### src/verilog/pss_pkg.sv
// Package of constants and types for the packed subtract and shift datapath
package pss_pkg;

  // ****************************************************
  // Widths
  // ****************************************************
  localparam int unsigned PSS_DATA_W = 64;
  localparam int unsigned PSS_IDX_W = 7;
  localparam int unsigned PSS_HALF_W = 16;
  localparam int unsigned PSS_HALF_LANES = 4;
  localparam int unsigned PSS_BYTE_W = 8;
  localparam int unsigned PSS_BYTE_LANES = 8;
  localparam int unsigned PSS_WORD_W = 32;
  localparam int unsigned PSS_WORD_LANES = 2;
  localparam int unsigned PSS_ADD_SHIFT_W = 2;
  localparam int unsigned PSS_SHL_CNT_W = 6;

  // ****************************************************
  // Limits and reset values
  // ****************************************************
  localparam logic [15:0] PSS_HALF_SMAX = 16'h7FFF;
  localparam logic [15:0] PSS_HALF_SMIN = 16'h8000;
  localparam logic [63:0] PSS_SHL_MAX_CNT = 64'h0000_0000_0000_003F;
  localparam logic [63:0] PSS_DATA_RST = 64'h0000_0000_0000_0000;
  localparam logic [6:0] PSS_IDX_RST = 7'h00;

  // ****************************************************
  // Operation selects
  // ****************************************************
  typedef enum logic [1:0] {
    PSS_OP_SHR_ADD = 2'b00,
    PSS_OP_SUB = 2'b01,
    PSS_OP_SHL = 2'b10,
    PSS_OP_NONE = 2'b11
  } pss_op_e;

  // Lane sizes of the packed subtract
  typedef enum logic [1:0] {
    PSS_SIZE_BYTES = 2'b00,
    PSS_SIZE_HALFWORDS = 2'b01,
    PSS_SIZE_WORDS = 2'b10,
    PSS_SIZE_BAD = 2'b11
  } pss_size_e;

  // Saturation forms of the packed subtract
  typedef enum logic [1:0] {
    PSS_SAT_MODULO = 2'b00,
    PSS_SAT_SSS = 2'b01,
    PSS_SAT_UUS = 2'b10,
    PSS_SAT_UUU = 2'b11
  } pss_sat_e;

endpackage
### src/verilog/pss_alu.sv
// Packed shift-right-add, packed subtract and 64-bit shift left datapath
`timescale 1ns/1ps
module pss_alu import pss_pkg::*; (
  // Clock and reset
  input wire logic sys_clk,
  input wire logic rst_n,
  // Issue
  input wire logic op_valid,
  input wire pss_op_e op_code,
  input wire logic guard_predicate,
  input wire logic [PSS_IDX_W-1:0] dest_index,
  // Source operands from the general registers
  input wire logic [PSS_DATA_W-1:0] src1_data,
  input wire logic src1_nat,
  input wire logic [PSS_DATA_W-1:0] src2_data,
  input wire logic src2_nat,
  // Operation options
  input wire pss_size_e lane_size,
  input wire pss_sat_e sat_form,
  input wire logic [PSS_ADD_SHIFT_W-1:0] add_shift,
  input wire logic shl_use_imm,
  input wire logic [PSS_SHL_CNT_W-1:0] shl_imm,
  // Write-back to the general registers
  output logic result_valid,
  output logic result_write,
  output logic [PSS_IDX_W-1:0] result_index,
  output logic [PSS_DATA_W-1:0] result_data,
  output logic result_nat
);

  // ****************************************************
  // Declarations
  // ****************************************************
  // Output registers and their next values
  logic result_valid_r;
  logic result_write_r;
  logic result_write_nxt;
  logic [PSS_IDX_W-1:0] result_index_r;
  logic [PSS_DATA_W-1:0] result_data_r;
  logic [PSS_DATA_W-1:0] result_data_nxt;
  logic result_nat_r;
  logic result_nat_nxt;
  // Result of each operation, all computed every cycle
  logic [PSS_DATA_W-1:0] shr_add_res;
  logic [PSS_DATA_W-1:0] sub_byte_res;
  logic [PSS_DATA_W-1:0] sub_half_res;
  logic [PSS_DATA_W-1:0] sub_word_res;
  logic [PSS_DATA_W-1:0] sub_res;
  logic [PSS_DATA_W-1:0] shl_res;
  // Shift-left count and its range check
  logic [PSS_DATA_W-1:0] shl_count;
  logic shl_too_far;
  // Low while the subtract names the unused lane size
  logic sub_size_ok;

  // ****************************************************
  // Packed shift right and add
  // ****************************************************
  // Every lane is computed in parallel whatever the operation; the result
  // select below decides which one reaches the register. One extra bit
  // of headroom per lane is enough, so no wider adder is spent here.
  genvar gi;
  generate
    for (gi = 0; gi < PSS_HALF_LANES; gi++) begin : g_shr_add
      logic signed [PSS_HALF_W:0] lane_x;
      logic signed [PSS_HALF_W:0] lane_y;
      logic signed [PSS_HALF_W:0] lane_shifted;
      logic signed [PSS_HALF_W:0] lane_sum;
      logic [PSS_HALF_W-1:0] lane_res;

      // Sign-extend both lanes, shift arithmetically, add, clamp
      always_comb begin
        lane_x = {src1_data[gi*PSS_HALF_W+PSS_HALF_W-1],
                  src1_data[gi*PSS_HALF_W +: PSS_HALF_W]};
        lane_y = {src2_data[gi*PSS_HALF_W+PSS_HALF_W-1],
                  src2_data[gi*PSS_HALF_W +: PSS_HALF_W]};
        // Count of zero passes the lane through unshifted
        lane_shifted = lane_x >>> add_shift;
        lane_sum = lane_shifted + lane_y;
        lane_res = lane_sum[PSS_HALF_W-1:0];
        // Seventeen bits always hold the sum, so the compares against both limits are exact
        if (lane_sum > $signed({1'b0, PSS_HALF_SMAX})) begin
          lane_res = PSS_HALF_SMAX;
        end else if (lane_sum < $signed({1'b1, PSS_HALF_SMIN})) begin
          lane_res = PSS_HALF_SMIN;
        end
      end

      // Lane zero lands in the low bits
      assign shr_add_res[gi*PSS_HALF_W +: PSS_HALF_W] = lane_res;
    end
  endgenerate

  // ****************************************************
  // Packed subtract, byte lanes
  // ****************************************************
  generate
    for (gi = 0; gi < PSS_BYTE_LANES; gi++) begin : g_sub_byte
      // Each lane carries two guard bits, enough for the widest saturating
      // difference, so the clamp compares exact values and never wraps first
      // Byte lane i occupies bits 8i+7 down to 8i
      pss_lane_sub #(
        .W(PSS_BYTE_W)
      ) u_lane (
        .minuend(src1_data[gi*PSS_BYTE_W +: PSS_BYTE_W]),
        .subtrahend(src2_data[gi*PSS_BYTE_W +: PSS_BYTE_W]),
        .sat_form(sat_form),
        .sat_allowed(1'b1),
        .diff(sub_byte_res[gi*PSS_BYTE_W +: PSS_BYTE_W])
      );
    end
  endgenerate

  // ****************************************************
  // Packed subtract, halfword lanes
  // ****************************************************
  generate
    for (gi = 0; gi < PSS_HALF_LANES; gi++) begin : g_sub_half
      // Halfword lanes reuse the byte lane logic at width sixteen
      pss_lane_sub #(
        .W(PSS_HALF_W)
      ) u_lane (
        .minuend(src1_data[gi*PSS_HALF_W +: PSS_HALF_W]),
        .subtrahend(src2_data[gi*PSS_HALF_W +: PSS_HALF_W]),
        .sat_form(sat_form),
        .sat_allowed(1'b1),
        .diff(sub_half_res[gi*PSS_HALF_W +: PSS_HALF_W])
      );
    end
  endgenerate

  // ****************************************************
  // Packed subtract, word lanes
  // ****************************************************
  generate
    for (gi = 0; gi < PSS_WORD_LANES; gi++) begin : g_sub_word
      // Word lanes ignore the saturation select and always wrap
      // The select still reaches them, so sat_allowed masks it off
      pss_lane_sub #(
        .W(PSS_WORD_W)
      ) u_lane (
        .minuend(src1_data[gi*PSS_WORD_W +: PSS_WORD_W]),
        .subtrahend(src2_data[gi*PSS_WORD_W +: PSS_WORD_W]),
        .sat_form(sat_form),
        .sat_allowed(1'b0),
        .diff(sub_word_res[gi*PSS_WORD_W +: PSS_WORD_W])
      );
    end
  endgenerate

  // The unused size code is not a legal subtract; it completes with no
  // write rather than corrupting the destination
  // Lane size picks one of the three packed results
  always_comb begin
    sub_res = PSS_DATA_RST;
    sub_size_ok = 1'b1;
    unique case (lane_size)
      PSS_SIZE_BYTES: begin
        sub_res = sub_byte_res;
      end
      PSS_SIZE_HALFWORDS: begin
        sub_res = sub_half_res;
      end
      PSS_SIZE_WORDS: begin
        sub_res = sub_word_res;
      end
      PSS_SIZE_BAD: begin
        sub_size_ok = 1'b0;
      end
    endcase
  end

  // ****************************************************
  // 64-bit shift left
  // ****************************************************
  // Immediate count is zero-extended; register count uses all 64 bits
  always_comb begin
    if (shl_use_imm) begin
      shl_count = {{(PSS_DATA_W-PSS_SHL_CNT_W){1'b0}}, shl_imm};
    end else begin
      shl_count = src2_data;
    end
  end

  // A six-bit shifter alone would wrap counts of 64 and more, so the
  // whole register count is range-checked before the shifter sees it
  assign shl_too_far = shl_count > PSS_SHL_MAX_CNT;

  // Out-of-range counts clear the word; otherwise low count bits shift
  always_comb begin
    if (shl_too_far) begin
      shl_res = PSS_DATA_RST;
    end else begin
      shl_res = src1_data << shl_count[PSS_SHL_CNT_W-1:0];
    end
  end

  // ****************************************************
  // Result select
  // ****************************************************
  // Token of the result: OR of both sources, for every operation
  assign result_nat_nxt = src1_nat | src2_nat;

  // Picks the result and decides whether it is written back; a false
  // guard or an illegal code still completes, only without a write
  always_comb begin
    result_data_nxt = PSS_DATA_RST;
    result_write_nxt = op_valid && guard_predicate;
    unique case (op_code)
      PSS_OP_SHR_ADD: begin
        result_data_nxt = shr_add_res;
      end
      PSS_OP_SUB: begin
        result_data_nxt = sub_res;
        if (!sub_size_ok) begin
          result_write_nxt = 1'b0;
        end
      end
      PSS_OP_SHL: begin
        result_data_nxt = shl_res;
      end
      PSS_OP_NONE: begin
        result_write_nxt = 1'b0;
      end
    endcase
  end

  // ****************************************************
  // Output registers
  // ****************************************************
  // Completion marker, one cycle after every issued op, written or not
  always_ff @(posedge sys_clk or negedge rst_n) begin
    if (!rst_n) begin
      result_valid_r <= 1'b0;
    end else begin
      result_valid_r <= op_valid;
    end
  end

  // Write strobe, a single-cycle pulse per writing op
  always_ff @(posedge sys_clk or negedge rst_n) begin
    if (!rst_n) begin
      result_write_r <= 1'b0;
    end else begin
      result_write_r <= result_write_nxt;
    end
  end

  // Destination number travels with the completion marker
  always_ff @(posedge sys_clk or negedge rst_n) begin
    if (!rst_n) begin
      result_index_r <= PSS_IDX_RST;
    end else begin
      result_index_r <= dest_index;
    end
  end

  // Data held when nothing is written, so a refused op leaves it alone
  always_ff @(posedge sys_clk or negedge rst_n) begin
    if (!rst_n) begin
      result_data_r <= PSS_DATA_RST;
    end else if (result_write_nxt) begin
      result_data_r <= result_data_nxt;
    end
  end

  // Token follows the same write enable as the data
  always_ff @(posedge sys_clk or negedge rst_n) begin
    if (!rst_n) begin
      result_nat_r <= 1'b0;
    end else if (result_write_nxt) begin
      result_nat_r <= result_nat_nxt;
    end
  end

  // Write-back ports
  assign result_valid = result_valid_r;
  assign result_write = result_write_r;
  assign result_index = result_index_r;
  assign result_data = result_data_r;
  assign result_nat = result_nat_r;

endmodule

### src/verilog/pss_lane_sub.sv
// One lane of the packed subtract with its saturation forms
`timescale 1ns/1ps
module pss_lane_sub import pss_pkg::*; #(
  parameter int unsigned W = 8
) (
  // Lane operands
  input wire logic [W-1:0] minuend,
  input wire logic [W-1:0] subtrahend,
  // Form select
  input wire pss_sat_e sat_form,
  input wire logic sat_allowed,
  // Lane result
  output logic [W-1:0] diff
);

  // ****************************************************
  // Extended difference and clamp
  // ****************************************************
  logic signed [W+1:0] ext_a;
  logic signed [W+1:0] ext_b;
  logic signed [W+1:0] wide;
  logic signed [W+1:0] hi_lim;
  logic signed [W+1:0] lo_lim;

  // Extend operands per form, subtract, clamp
  always_comb begin
    ext_a = {2'b00, minuend};
    ext_b = {2'b00, subtrahend};
    hi_lim = {2'b00, {W{1'b1}}};
    lo_lim = '0;
    if (sat_form == PSS_SAT_SSS) begin
      ext_a = {{2{minuend[W-1]}}, minuend};
      ext_b = {{2{subtrahend[W-1]}}, subtrahend};
      hi_lim = {3'b000, {(W-1){1'b1}}};
      lo_lim = {3'b111, {(W-1){1'b0}}};
    end else if (sat_form == PSS_SAT_UUS) begin
      ext_b = {{2{subtrahend[W-1]}}, subtrahend};
    end
    wide = ext_a - ext_b;
    diff = wide[W-1:0];
    if (sat_allowed && sat_form != PSS_SAT_MODULO) begin
      if (wide > hi_lim) begin
        diff = hi_lim[W-1:0];
      end else if (wide < lo_lim) begin
        diff = lo_lim[W-1:0];
      end
    end
  end

endmodule

### config.mk
export PLATFORM = sky130hd
export DESIGN_NAME = pss_alu
export DESIGN_NICKNAME = d
export VERILOG_FILES = /design/src/verilog/pss_pkg.sv /design/src/verilog/pss_alu.sv /design/src/verilog/pss_lane_sub.sv
export SDC_FILE = /design/constraint.sdc
export NUM_CORES = 1
export LEC_CHECK = 0
export ABC_AREA = 1
export BUFFER_PORTS_ARGS = -buffer_cell sky130_fd_sc_hd__buf_2
export CELL_PAD_IN_SITES_DETAIL_PLACEMENT = 1
export CELL_PAD_IN_SITES_GLOBAL_PLACEMENT = 2
export CORE_MARGIN = 2
export CORE_UTILIZATION = 25
export CTS_BUF_LIST = sky130_fd_sc_hd__clkbuf_16
export DETAILED_ROUTE_END_ITERATION = 8
export PLACE_DENSITY = 0.78
export SKIP_CTS_REPAIR_TIMING = 1
export SLEW_MARGIN = 15
export SYNTH_ARGS = -nofsm -noshare
export SYNTH_HDL_FRONTEND = slang
export SYNTH_SLANG_ARGS = --single-unit
### constraint.sdc
create_clock -name sys_clk -period 1.07 [get_ports sys_clk]
set_input_delay 0.0535 -clock sys_clk [delete_from_list [all_inputs] [get_ports sys_clk]]
set_output_delay 0.0535 -clock sys_clk [all_outputs]
set_load 0.02 [all_outputs]
==> results.md <==
* Status: complete, but fails checks
* Failing checks: setup timing
* CP dominant cell by count: nand2_1
* Fmax achieved at 348 MHz
* Crit path max fanout at 7
* Vias/cell at 5.09
* Synth area leader: nand2_1
* Gr ovfl total at 0
* Filler instances at 11400
* Largest net degree at the start of global routing at 45
* Post-synthesis sequential area ratio at 8.44%
* Pre-antenna DRT Iters at 5
* Synth Cell Area at 21900 um^2
* GRT Total Usage at 28.8%
* Root buffer cell: clkbuf_16
* Period utilization at 269%
* Fin Setup TNS at -103360 ps
* Avg Inst Size Synth at 5.27 um^2
* Final worst setup slack at -1810 ps
* Antenna violations before repair at 2
* Static Leakage at 20.6 nW
* Ys flop type: dfrtp_1
* I/O pin count at 230
* Syn Nets at 4490
* Count of pins over their slew limit at 0
* CP Class: in2reg
* Final ANT Viol Nets at 0
* CTS tree: done
* Post-route minimum period at 2880 ps
* CP Data Required Time at 1390 ps
* Max-cap violations at 0
* Starting density of the core at 25.2%
* Worst Hold Class: in2async
* CORE AREA at 86900 um^2
* Layout cells sized above 1 at 43.5%
* First-pass GRT wire length at 199000 um
* Most frequent cells after synthesis: nand2_1 (1455), inv_1 (568), o21ai_0 (446)
* Count of final setup violators at 85
* WL/cell at 21.2 um
* Worst clock skew at 0 ps
* Top cells by area, synth: nand2_1 (25%), o21ai_0 (10%), inv_1 (9.7%), ha_1 (9.2%), dfrtp_1 (8.4%)
* Fin util at 45.4%
* Crit path launch type: primary input
* IO Port Bufs at 229
* Worst skew pair latency at 410 ps
* Nets@finish at 5923
* Synth top area share at 24.9%
* Design Area, Final at 39400 um^2
* Number of H-tree levels at 3
* Crit. End Element: flop
* Post-Place Cell Area at 34400 um^2
* Worst IR drop on VDD at 0.000728 V
* Synth cell types at 60
* Max-slew headroom at 53.9%
* Die W at 300 um
* Yosys warns at 0
* Die area at 90100 um^2
* Final hold vios at 0
* Number of synthesized flops with an enable pin at 0
* # DRC at 0
* Site row count at 108
* Synth-to-layout area growth at 79.7%
* Slowest stage delay, CP at 360 ps
* TritonCTS buffer count at 9
* Vert. Die Dim at 300 um
* 1st-iter DRT viols at 2414
* Slew at the pin closest to its max-slew limit at 691 ps
* Dpl hpwl at 116000 um
* Most common cell in the netlist: nand2_1
* Synth async-reset ratio at 100%
* Arr. time, crit path at 3190 ps
* Max clock buf depth at 2
* DR vias at 34400
* Crit-path slowest cell: ha_4
* RSZ-0062 raised after global routing: yes
* Hold slack final at 155 ps
* Synthesized flop and latch total at 74
* Clk slew on worst S/H paths at 90 ps
* Vias in the first global route at 33300
* Post-Syn Instances at 4161
* Gpl congestion at 0.988
* Final WL at 143000 um
* Pwr Density at 995 nW/um^2
* Clk sinks at 74
[metrics by stage]
stage               power [mW]  setup WS, ps  cells
floorplan                 16.6         -1600   4161
global placement          29.5         -2460   6622
detailed placement        30.0         -2510   6622
CTS                       34.2         -2090   6638
global route              41.7         -1920   6754
finish                    39.2         -1810   6756
[critical path: cells and delay by family]
family                     cells  cell delay, ps
AOI/OAI and AO/OA              1              80
and+or+nand+nor               18            1690
buffers and inverters          8             690
adders and majority gates      2             660
[final timing paths]
kind,start,to,slack (ps),cells after the start
worst max-delay path,src2_data[49],result_data[59],-1810,29
worst min-delay path,rst_n,result_data[9],150,3
worst max register to register,result_data[26],result_data[26],40,3
worst min register to register,result_nat,result_nat,480,2
max in group asynchronous,rst_n,result_data[42],540,3
min in group sys_clk,op_code[1],result_data[26],230,7
[metal layers]
layer | vias up | GRT usage, % | part of all wire (%)
li1 | 16300 | - | -
met1 | 16800 | 39.3 | 44
met2 | 969 | 48.4 | 47
met3 | 244 | 2.37 | 5.2
met4 | 0 | 8.06 | 3.8
met5 | - | 0 | 0
[cell families (layout without fill, tap and decap cells)]
kind of cell / count (synthesis) / after routing / share of synthesized area (%)
adders and majority gates: 173 / 173 / 10.3
buffers and inverters: 743 / 2179 / 13.2
xor gates and xnor gates: 97 / 97 / 3.91
and+or+nand+nor: 2164 / 2166 / 41.3
DFF: 74 / 74 / 8.44
other: 0 / 2 / 0
muxes: 13 / 13 / 0.593
AOI/OAI and AO/OA: 897 / 897 / 22.2
[power breakdown]
| group | leakage [nW] | switching [mW] | internal [mW] |
|---|---|---|---|
| combinational | 19.6 | 17.3 | 14.0 |
| clock | 0.153 | 1.91 | 2.07 |
| sequential | 0.856 | 0.570 | 3.37 |
[state kept, by name (all words and copies together), names as in the netlist]
signal        flops
result_write      1
result_nat        1
result_data      64
result_index      7
result_valid      1
[cell usage in the layout, fill, tap and decap left out, types with 12 or more instances in the layout]
master / instances
nand3_1: 209
buf_12: 46
nor2_2: 40
nand3_2: 87
or2_2: 66
xor2_1: 54
o21ai_0: 344
nor2_4: 22
buf_6: 91
nand4_1: 33
nand2_4: 48
xnor2_1: 29
nor2_1: 145
nand2_1: 1219
o211ai_1: 37
o21ai_2: 49
nand2_2: 198
nand3b_1: 18
a21oi_4: 13
o21ai_4: 13
ha_4: 66
a21oi_2: 61
buf_8: 12
inv_1: 486
dfrtp_1: 70
buf_4: 1234
clkbuf_16: 18
a31oi_1: 14
inv_2: 73
ha_1: 88
a21boi_1: 15
xor2_2: 13
nand3_4: 18
buf_2: 174
a21oi_1: 179
mux2i_1: 12
nor3_1: 20
o21ai_1: 107
[layout make-up]
type | instances | area (um^2) | area share, %
repair buffers | 1580 | 12700 | 32.1
flip-flops and latches | 74 | 1860 | 4.71
multi-input cells | 3346 | 20800 | 52.8
well taps | 1155 | 1450 | 3.67
clock inverters | 7 | 101 | 0.257
repair inverters | 3 | 27.5 | 0.0699
clock buffers | 9 | 225 | 0.572
diodes | 2 | 5.00 | 0.0127
inverters | 580 | 2280 | 5.80
Note: power is estimated with default switching activity, not from simulation.
